File: src/inc/soe_regs.svh
`ifndef SOE_REGS_SVH
`define SOE_REGS_SVH

// ----------------------------------------
// widths
// ----------------------------------------
`define SOE_SHIFT_W 11
`define SOE_PAIRS 10
`define SOE_PIN_W 5
`define SOE_CNT_W 4

// ----------------------------------------
// field positions of the control word
// ----------------------------------------
`define SOE_CTRL_SRC_BIT 10
`define SOE_CTRL_GATE_MSB 9
`define SOE_CTRL_GATE_LSB 0

// ----------------------------------------
// reset values and counts
// ----------------------------------------
`define SOE_CTRL_RESET 11'h000
`define SOE_SHIFT_RESET 11'h000
`define SOE_PIN_RESET 5'h10
`define SOE_CNT_RESET 4'h0
`define SOE_FILL_PULSES 4'hb
`define SOE_ALL_GATES_ON 10'h3ff
`define SOE_ALL_GATES_OFF 10'h000

`endif

File: src/inc/soe_pkg.sv
package soe_pkg;

	// ----------------------------------------
	// configuration state machine
	// ----------------------------------------
	typedef enum logic [2:0] {
		soe_st_empty = 3'h1,
		soe_st_fill = 3'h2,
		soe_st_loaded = 3'h4
	} soe_state_e;

	// ----------------------------------------
	// pin group and control word
	// ----------------------------------------
	typedef struct packed {
		logic shift_clock;
		logic serial_data;
		logic mode;
		logic clock_source_a;
		logic clock_source_b;
	} soe_pins_s;

	typedef struct packed {
		logic src_sel;
		logic [9:0] gate;
	} soe_ctrl_s;

endpackage

File: src/rtl/soe_sync.sv
`timescale 1ns/1ps
`include "soe_regs.svh"

module soe_sync (
	input wire logic clk,
	input wire logic rst_b,
	input wire soe_pkg::soe_pins_s pin_async,
	output soe_pkg::soe_pins_s pin_sync
);
	import soe_pkg::*;

	logic [`SOE_PIN_W-1:0] s1_ff;
	logic [`SOE_PIN_W-1:0] s2_ff;
	logic [`SOE_PIN_W-1:0] s3_ff;
	logic [`SOE_PIN_W-1:0] out_ff;
	logic [`SOE_PIN_W-1:0] nxt_out;

	// ----------------------------------------
	// accept a level once stages two and three agree
	// ----------------------------------------
	always_comb begin
		for (int i = 0; i < `SOE_PIN_W; i++) begin
			nxt_out[i] = (s2_ff[i] == s3_ff[i]) ? s3_ff[i] : out_ff[i];
		end
	end

	always_ff @(posedge clk) begin
		if (!rst_b) begin
			s1_ff <= `SOE_PIN_RESET;
			s2_ff <= `SOE_PIN_RESET;
			s3_ff <= `SOE_PIN_RESET;
			out_ff <= `SOE_PIN_RESET;
		end else begin
			s1_ff <= pin_async;
			s2_ff <= s1_ff;
			s3_ff <= s2_ff;
			out_ff <= nxt_out;
		end
	end

	assign pin_sync = out_ff;

endmodule

File: src/rtl/soe_shift.sv
`timescale 1ns/1ps
`include "soe_regs.svh"

module soe_shift (
	input wire logic clk,
	input wire logic rst_b,
	input wire logic clear,
	input wire logic shift,
	input wire logic din,
	output logic [`SOE_SHIFT_W-1:0] q
);
	import soe_pkg::*;

	logic [`SOE_SHIFT_W-1:0] sh_ff;
	logic [`SOE_SHIFT_W-1:0] nxt_sh;

	// ----------------------------------------
	// serial-in shift chain
	// ----------------------------------------
	always_comb begin
		nxt_sh = sh_ff;
		if (clear) begin
			nxt_sh = `SOE_SHIFT_RESET;
		end else if (shift) begin
			nxt_sh = {sh_ff[`SOE_SHIFT_W-2:0], din};
		end
	end

	always_ff @(posedge clk) begin
		if (!rst_b) begin
			sh_ff <= `SOE_SHIFT_RESET;
		end else begin
			sh_ff <= nxt_sh;
		end
	end

	assign q = sh_ff;

endmodule

File: src/rtl/soe_top.sv
`timescale 1ns/1ps
`include "soe_regs.svh"

module soe_top (
	input wire logic clk,
	input wire logic rst_b,
	input wire logic shift_clock,
	input wire logic serial_data,
	input wire logic mode,
	input wire logic clock_source_a,
	input wire logic clock_source_b,
	output logic [9:0] fanout_output_pair,
	output logic [9:0] fanout_output_oe,
	output logic source_b_selected,
	output logic config_loaded
);
	import soe_pkg::*;

	// ----------------------------------------
	// pin synchronisation
	// ----------------------------------------
	soe_pins_s pin_raw;
	soe_pins_s pin_s;

	assign pin_raw.shift_clock = shift_clock;
	assign pin_raw.serial_data = serial_data;
	assign pin_raw.mode = mode;
	assign pin_raw.clock_source_a = clock_source_a;
	assign pin_raw.clock_source_b = clock_source_b;

	soe_sync u_sync (
		.clk(clk),
		.rst_b(rst_b),
		.pin_async(pin_raw),
		.pin_sync(pin_s)
	);

	// ----------------------------------------
	// shift clock edge detection
	// ----------------------------------------
	logic sck_prev_ff;
	logic nxt_sck_prev;
	logic sck_rise;
	logic restart;
	logic prog_pulse;

	always_comb begin
		nxt_sck_prev = pin_s.shift_clock;
	end

	always_ff @(posedge clk) begin
		if (!rst_b) begin
			sck_prev_ff <= 1'h1;
		end else begin
			sck_prev_ff <= nxt_sck_prev;
		end
	end

	assign sck_rise = pin_s.shift_clock & ~sck_prev_ff;
	assign restart = sck_rise & ~pin_s.mode;
	assign prog_pulse = sck_rise & pin_s.mode;

	// ----------------------------------------
	// configuration state machine
	// ----------------------------------------
	soe_state_e state_ff;
	soe_state_e nxt_state;
	logic [`SOE_CNT_W-1:0] cnt_ff;
	logic [`SOE_CNT_W-1:0] nxt_cnt;
	soe_ctrl_s ctrl_ff;
	soe_ctrl_s nxt_ctrl;
	logic do_shift;
	logic [`SOE_SHIFT_W-1:0] sh_q;

	always_comb begin
		nxt_state = state_ff;
		nxt_cnt = cnt_ff;
		nxt_ctrl = ctrl_ff;
		do_shift = 1'h0;
		if (restart) begin
			nxt_state = soe_st_empty;
			nxt_cnt = `SOE_CNT_RESET;
			nxt_ctrl = `SOE_CTRL_RESET;
		end else if (prog_pulse) begin
			unique case (state_ff)
				soe_st_empty, soe_st_fill: begin
					if (cnt_ff < `SOE_FILL_PULSES) begin
						do_shift = 1'h1;
						nxt_cnt = cnt_ff + `SOE_CNT_W'(1);
						nxt_state = soe_st_fill;
					end else begin
						// shift chain holds bit 10 at stage 0, bit 9 at stage 10, bit 0 at stage 1
						nxt_ctrl.src_sel = sh_q[0];
						nxt_ctrl.gate = sh_q[`SOE_SHIFT_W-1:1];
						nxt_state = soe_st_loaded;
					end
				end
				soe_st_loaded: begin
					nxt_state = soe_st_loaded;
				end
			endcase
		end
	end

	always_ff @(posedge clk) begin
		if (!rst_b) begin
			state_ff <= soe_st_empty;
			cnt_ff <= `SOE_CNT_RESET;
			ctrl_ff <= `SOE_CTRL_RESET;
		end else begin
			state_ff <= nxt_state;
			cnt_ff <= nxt_cnt;
			ctrl_ff <= nxt_ctrl;
		end
	end

	soe_shift u_shift (
		.clk(clk),
		.rst_b(rst_b),
		.clear(restart),
		.shift(do_shift),
		.din(pin_s.serial_data),
		.q(sh_q)
	);

	// ----------------------------------------
	// source selector and output gating
	// ----------------------------------------
	logic [9:0] pair_ff;
	logic [9:0] nxt_pair;
	logic [9:0] oe_ff;
	logic [9:0] nxt_oe;
	logic srcb_ff;
	logic nxt_srcb;
	logic loaded_ff;
	logic nxt_loaded;
	logic clk_sel;

	always_comb begin
		if (pin_s.mode) begin
			nxt_srcb = ctrl_ff.src_sel;
			nxt_oe = ctrl_ff.gate;
		end else begin
			nxt_srcb = pin_s.serial_data;
			nxt_oe = `SOE_ALL_GATES_ON;
		end
		clk_sel = nxt_srcb ? pin_s.clock_source_b : pin_s.clock_source_a;
		nxt_pair = {`SOE_PAIRS{clk_sel}} & nxt_oe;
		nxt_loaded = (state_ff == soe_st_loaded);
	end

	always_ff @(posedge clk) begin
		if (!rst_b) begin
			pair_ff <= `SOE_ALL_GATES_OFF;
			oe_ff <= `SOE_ALL_GATES_OFF;
			srcb_ff <= 1'h0;
			loaded_ff <= 1'h0;
		end else begin
			pair_ff <= nxt_pair;
			oe_ff <= nxt_oe;
			srcb_ff <= nxt_srcb;
			loaded_ff <= nxt_loaded;
		end
	end

	assign fanout_output_pair = pair_ff;
	assign fanout_output_oe = oe_ff;
	assign source_b_selected = srcb_ff;
	assign config_loaded = loaded_ff;

endmodule

File: config.mk
export PLATFORM = sky130hd
export DESIGN_NAME = soe_top
export DESIGN_NICKNAME = d
export VERILOG_FILES = /design/src/inc/soe_pkg.sv /design/src/rtl/soe_sync.sv /design/src/rtl/soe_shift.sv /design/src/rtl/soe_top.sv
export VERILOG_INCLUDE_DIRS = /design/src /design/src/inc
export SDC_FILE = /design/constraint.sdc
export NUM_CORES = 1
export LEC_CHECK = 0
export ABC_AREA = 1
export BUFFER_PORTS_ARGS = -buffer_cell sky130_fd_sc_hd__buf_2
export CORE_ASPECT_RATIO = 0.5
export CORE_MARGIN = 8
export CORE_UTILIZATION = 55
export CTS_CLUSTER_SIZE = 14
export DETAILED_ROUTE_END_ITERATION = 10
export GPL_TIMING_DRIVEN = 0
export PLACE_DENSITY_LB_ADDON = 0.1
export SYNTH_ARGS = -nofsm -noshare
export SYNTH_HDL_FRONTEND = slang
export SYNTH_SLANG_ARGS = --single-unit
File: constraint.sdc
create_clock -name clk -period 2.2 [get_ports clk]
set_clock_uncertainty 0.05 [all_clocks]
set_input_delay 0.66 -clock clk [delete_from_list [all_inputs] [get_ports clk]]
set_output_delay 0.66 -clock clk [all_outputs]
set_load 0.02 [all_outputs]
* Word-level counts from Yosys, hierarchy flattened *
Cells that the tools add are included.

storage, ports and cells
  output and inout port bits = 22
  bits in registers = 72
  latch bits = 0
  bits in read-only memories = 0
  memory bits (writable) = 0
  bits of input ports = 7
  memories = 0
  logic and storage cells = 49

cells by class
  shifts and indexed selects = 0
  bitwise operators = 8
  add/subtract/negate cells = 1
  reduce and logical (&&, ||, !) cells = 4
  eq/ne operators = 8
  magnitude comparators = 1
  multiplexer cells = 9
  divide/modulo/power cells = 0
  multiply operators = 0

operators by type and width
  kind                                                              number
  10-bit bitwise AND                                                1
  10-bit 2-to-1 mux                                                 1
  1-bit 2-to-1 mux                                                  6
  3-bit case mux with 2 select lines                                1
  3-bit AND reduction                                               2
  1-bit == test                                                     5
  4-bit by 1-bit adder with 4-bit output (second input constant)    1
  4-bit less-than comparator (second input constant)                1
  1-bit inverter                                                    4
  2-bit OR reduction                                                2
  1-bit bitwise AND                                                 3
  3-bit by 1-bit == test with 1-bit output (second input constant)  1
  3-bit by 2-bit == test with 1-bit output (second input constant)  1
  3-bit == test (second input constant)                             1
  3-bit 2-to-1 mux                                                  1

* Logic depth before layout (Yosys ltp) *
  depth after elaboration = 5
  mapped depth = 9
  gate-level depth less buffers = 8

* Hierarchy *
Synthesis repeated with hierarchy kept, for this count alone.

second synthesis, totals
  cells, all modules = 292
  area, all modules = 2438.6 µm²

modules (own cells, without submodules)
  module     seq. area each (µm²)  instances  cells an instance  area each (µm²)
  soe_top    820.8                 1          171                1428.9
  soe_sync   400.4                 1          71                 613.1
  soe_shift  220.2                 1          50                 396.6

* Worst setup path before layout *
OpenSTA, ideal clock, no wires.

  path kind = input-to-reg
  start point = input rst_b
  end point = register u_shift.sh_ff[1], in the netlist u_shift.q[1]
  arrival time = 1400 ps
  stages = 6
  slack = 638 ps
  cells stage by stage = buf_2 -> o21ai_1 -> inv_1 -> buf_2 -> nand2_1 -> nor2_1

between the ends
  longest elaborated chain between the ends = 2

RTL lines
  what                          RTL line         source
  start, declared               soe_top.sv:6     input wire logic rst_b,
  1-bit inverter (no line)      -
  2-bit OR reduction (no line)  -
  end signal, assigned          soe_shift.sv:31  sh_ff <= `SOE_SHIFT_RESET;
  end signal, assigned          soe_shift.sv:33  sh_ff <= nxt_sh;
  end, declared                 soe_shift.sv:14  logic [`SOE_SHIFT_W-1:0] sh_ff;

Every way passes these cells.
A chain may end at the register's enable or synchronous reset.

* Final worst setup path *
  start point = register cnt_ff[0]
  end point = register u_shift.sh_ff[3], in the netlist u_shift.q[3]

between the ends
  longest elaborated chain between the ends = 5

RTL lines
  what                                  RTL line        source
  start, declared                       soe_top.sv:68   logic [`SOE_CNT_W-1:0] cnt_ff;
  start signal, assigned                soe_top.sv:108  cnt_ff <= `SOE_CNT_RESET;
  start signal, assigned                soe_top.sv:112  cnt_ff <= nxt_cnt;
  4-bit less-than comparator (no line)  -
  1-bit 2-to-1 mux                      soe_top.sv:87   if (cnt_ff < `SOE_FILL_PULSES) begin
  1-bit 2-to-1 mux                      soe_top.sv:85   unique case (state_ff)
  1-bit 2-to-1 mux                      soe_top.sv:84   end else if (prog_pulse) begin
  1-bit 2-to-1 mux                      soe_top.sv:80   if (restart) begin

Every way passes these cells.

==> Flow_metrics.wiki <==
{| class="wikitable"
! Metric !! Value
|-
| Outcome || finished, final reports clean
|-
| Worst reg2reg path endpoint || u_shift.q[3]
|-
| Total die area || between 0.006 and 0.007 sq mm
|-
| Gate family responsible for the most delay along the worst path || simple AND/OR/NAND/NOR gates
|-
| Overflow after GRT || 0
|-
| Net Count, Synth || between 300 and 400
|-
| Setup violation total in the final timing report || 0
|-
| Fmax || between 600 and 700 MHz
|-
| Iteration-0 DRC Markers || 60
|-
| Max-Cap Viols || 0
|-
| Detail Placement HPWL || roughly 3.2 mm
|-
| Starting utilization of the core area || 0.562
|-
| Static Leak || 1.33 nW
|-
| Post-cts resize count || 0
|-
| Crit path buffers/inverters || 1
|-
| Fraction of synthesis flops using an asynchronous set or reset pin || 0
|-
| Diodes inserted || 0
|-
| Required time at the endpoint of the critical path || roughly 2.4 ns
|-
| Final period utilization || 0.734
|-
| Port Buffers || 27
|-
| Number of iterations in the first detailed-routing pass || 7
|-
| Yosys warning total || 0
|-
| Type of the worst setup path || flip-flop to flip-flop
|-
| Yosys top cell area share || 0.591
|-
| Nature of the critical path endpoint || flip-flop
|-
| Yosys reg bits || between 70 and 80
|-
| Most frequent cells after synthesis || sky130_fd_sc_hd__dfxtp_1 (72), sky130_fd_sc_hd__nand2_1 (64), sky130_fd_sc_hd__nor2_1 (59)
|-
| Fraction of layout instances using a drive strength above 1 || 0.167
|-
| Hold Crit Endpoint || u_sync.s2_ff[3]
|-
| Sink Count || approximately 70
|-
| Power per Cell Area || 918 mW/mm^2
|-
| Arrival time reported for the critical path endpoint || around 1.8 ns
|-
| Post-CTS Setup Inserts || 0
|-
| Avg Vias per Cell || 4.70
|-
| # DRC || 0
|-
| Number of global-route vias before repair || between 1.5k and 2k
|-
| Initial antenna violation count || 0
|-
| Overall global routing resource usage || 0.141
|-
| Main area contributors after synthesis || sky130_fd_sc_hd__dfxtp_1 (59%), sky130_fd_sc_hd__nand2_1 (9.9%), sky130_fd_sc_hd__nor2_1 (9.1%)
|-
| Netlist Area Pre-Place || about 0.0024 sq mm
|-
| Root buffer cell || sky130_fd_sc_hd__clkbuf_8
|-
| Maximum number of pins on one net before global-route repair || 14
|-
| Crit path launch type || flip-flop
|-
| CTS tree || done
|-
| Post-Syn Instances || 304
|-
| Critical-path cell list || ha_1 -> o21ai_1 -> nand2_1 -> nor2_4 -> buf_4 -> nand2_1 -> nand2_1 -> nor2_1
|-
| Clock period minus worst slack || ~1.6 ns
|-
| Worst relative slew slack || 0.701
|-
| Reg2Reg Depth || 8
|-
| Unrepaired setup endpoints after global routing || false
|-
| Slowest Stage Delay on Critical Path || about 0.34 ns
|-
| Clock buffer depth || 2
|-
| Clock slew seen by the registers of the worst setup and hold paths || ~0.070 ns
|-
| Quantity of hold-fixing buffers added after cts || 0
|-
| Detailed-route wire length per cell || 10.8 microns
|-
| Syn-to-layout area delta || 18.5%
|-
| Placer's final routability congestion estimate || a little under 0.8
|-
| Layer carrying the most global-route usage || met2
|-
| Setup slack of the worst register-to-register path || about 0.6 ns
|-
| Number of buffers added by the clock tree synthesis step || 9
|-
| Placed cell area || ~0.0026 sq mm
|-
| Final nets || 350
|-
| Most frequent CP cell || sky130_fd_sc_hd__nand2_1
|-
| Number of instances in the placed design || a little under 400
|-
| Dominant register cell in the synthesized netlist || sky130_fd_sc_hd__dfxtp_1
|-
| Maximum level of the CTS H-tree || 3
|-
| Cell with the biggest individual delay on the critical path || sky130_fd_sc_hd__dfxtp_1
|-
| Final routed wirelength across all metal layers || approximately 4.4 mm
|-
| Met3 track demand over resource in global routing || 0.0730
|-
| Transition time of the tightest slew-check pin || between 0.4 and 0.5 ns
|-
| Type of the most critical hold path || flip-flop to flip-flop
|-
| DIE HEIGHT || 63.1 microns
|-
| Clock latency reported for the late side of the worst-skew pair || roughly 0.35 ns
|-
| Number of nets with antenna violations after detailed routing || 0
|-
| Highest ir drop seen on vdd || between 0.5 and 0.6 mV
|-
| Reg2reg start || cnt_ff[0]
|-
| Count of boundary I/O pins || 29
|-
| Most numerous cell in the Yosys netlist || sky130_fd_sc_hd__dfxtp_1
|-
| Routing usage on met2 || 0.218
|-
| Std cell rows || 17
|-
| Endpoints failing hold || 0
|-
| Die X || 110 microns
|-
| Vias || 1900
|-
| Library cell occupying the most area in the post-synthesis netlist || sky130_fd_sc_hd__dfxtp_1
|-
| Part of the Yosys area used for sequential elements || 0.591
|-
| Wire length of the first global-routing pass || 7.62 mm
|-
| Max FO, Critical Path || 10
|-
| Total negative setup slack || 0 ns
|-
| Count of flip-flops with a built-in enable after synthesis || 0
|-
| Worst hold stages || 2
|-
| CORE AREA || 0.00434 sq mm
|-
| Final design utilization || 0.666
|-
| Syn_area_per_cell || about 8 sq um
|-
| Final count of pins violating max slew || 0
|-
| Final instance area || just under 0.003 sq mm
|-
| Hold path start || u_sync.s1_ff[3]
|-
| Distinct cell type count of the synthesized netlist || 20
|-
| Number of standard cells in the final layout excluding fillers || around 400
|-
| Routing usage on met1 || 0.155
|}
==> flip-flops by register name, summed over array words and instances, names as in the netlist, 3 cells and up <==
signal / flops
u_sync.s1_ff: 5
state_ff: 3
u_shift.q: 11
fanout_output_oe: 10
ctrl_ff: 11
u_sync.s3_ff: 5
u_sync.pin_sync: 5
u_sync.s2_ff: 5
fanout_output_pair: 10
cnt_ff: 4
==> placed cells by master, fill, tap and decap left out <==
cell type / n
sky130_fd_sc_hd__clkinv_2: 1
sky130_fd_sc_hd__buf_2: 33
sky130_fd_sc_hd__clkinv_4: 2
sky130_fd_sc_hd__buf_1: 1
sky130_fd_sc_hd__o21ai_1: 2
sky130_fd_sc_hd__o21ai_2: 1
sky130_fd_sc_hd__nor2_1: 59
sky130_fd_sc_hd__nor3_1: 10
sky130_fd_sc_hd__buf_4: 2
sky130_fd_sc_hd__bufinv_16: 3
sky130_fd_sc_hd__nor2_4: 1
sky130_fd_sc_hd__and3_1: 1
sky130_fd_sc_hd__inv_1: 34
sky130_fd_sc_hd__nand3_1: 14
sky130_fd_sc_hd__a21oi_1: 20
sky130_fd_sc_hd__clkinvlp_4: 1
sky130_fd_sc_hd__dfxtp_1: 72
sky130_fd_sc_hd__clkbuf_8: 9
sky130_fd_sc_hd__ha_1: 1
sky130_fd_sc_hd__or2_2: 4
sky130_fd_sc_hd__nand3_2: 1
sky130_fd_sc_hd__clkbuf_1: 3
sky130_fd_sc_hd__xor2_1: 1
sky130_fd_sc_hd__nand2_1: 64
sky130_fd_sc_hd__o21ai_0: 7
==> report_power, final <==
| part | switching (W) | leakage (nW) | total, W | internal, W |
|---|---|---|---|---|
| Combinational | 0.0000517 | 0.622 | 0.0000772 | 0.0000256 |
| Clock | 0.000490 | 0.119 | 0.00124 | 0.000754 |
| Sequential | 0.00000710 | 0.587 | 0.00133 | 0.00132 |
==> area by class of cell <==
class	count	area, sq um
plain buffers	12	60.1
clock buffers	9	124
clock inverters	7	120
fillers	396	1450
inverters	34	128
multi-input cells	186	810
flip-flops and latches	72	1440
well taps	57	71.3
repair buffers	27	135
==> through the flow <==
stage | power, W | setup slack (ns) | hold WS, ns
floorplan | 0.00141 | 0.638 | 0.340
finish | 0.00265 | 0.584 | 0.368
global route | 0.00276 | 0.434 | 0.393
CTS | 0.00268 | 0.555 | 0.367
global placement | 0.00144 | 0.387 | 0.345
detailed placement | 0.00144 | 0.386 | 0.349
==> kinds of logic (layout without fill, tap and decap cells) <==
kind of cell / Yosys count / after routing / synth area share
flip-flops: 72 / 72 / 0.591
XOR/XNOR: 1 / 1 / 0.00359
AO/OA/AOI/OAI: 30 / 30 / 0.0631
buffers and inverters: 46 / 89 / 0.0770
adder cells (fa/ha/maj): 1 / 1 / 0.00513
AND/OR/NAND/NOR: 154 / 154 / 0.260
==> per-layer routing <==
metal	up-vias	part of all wire
li1	1013	-
met1	839	0.47
met2	34	0.45
met3	14	0.061
met4	0	0.027
met5	-	0
==> worst min-delay path: cells and delay by family (launching register included) <==
family | cells | cell delay (ns)
buffers and inverters | 1 | 0.04
AND/OR/NAND/NOR | 1 | 0.05
flip-flops | 1 | 0.31
==> how the worst max path moves through the flow <==
stage | from | to | slack [ns] | cells past startpoint
2_1_floorplan | rst_b | u_shift.q[1] | 0.64 | 6
3_3_place_gp | rst_b | state_ff[0] | 0.39 | 5
3_5_place_dp | rst_b | state_ff[0] | 0.39 | 5
4_1_cts | cnt_ff[0] | u_shift.q[3] | 0.56 | 8
5_1_grt | cnt_ff[0] | u_shift.q[6] | 0.43 | 8
6_report | cnt_ff[0] | u_shift.q[3] | 0.58 | 8
Power figures use the tool's default switching activity.
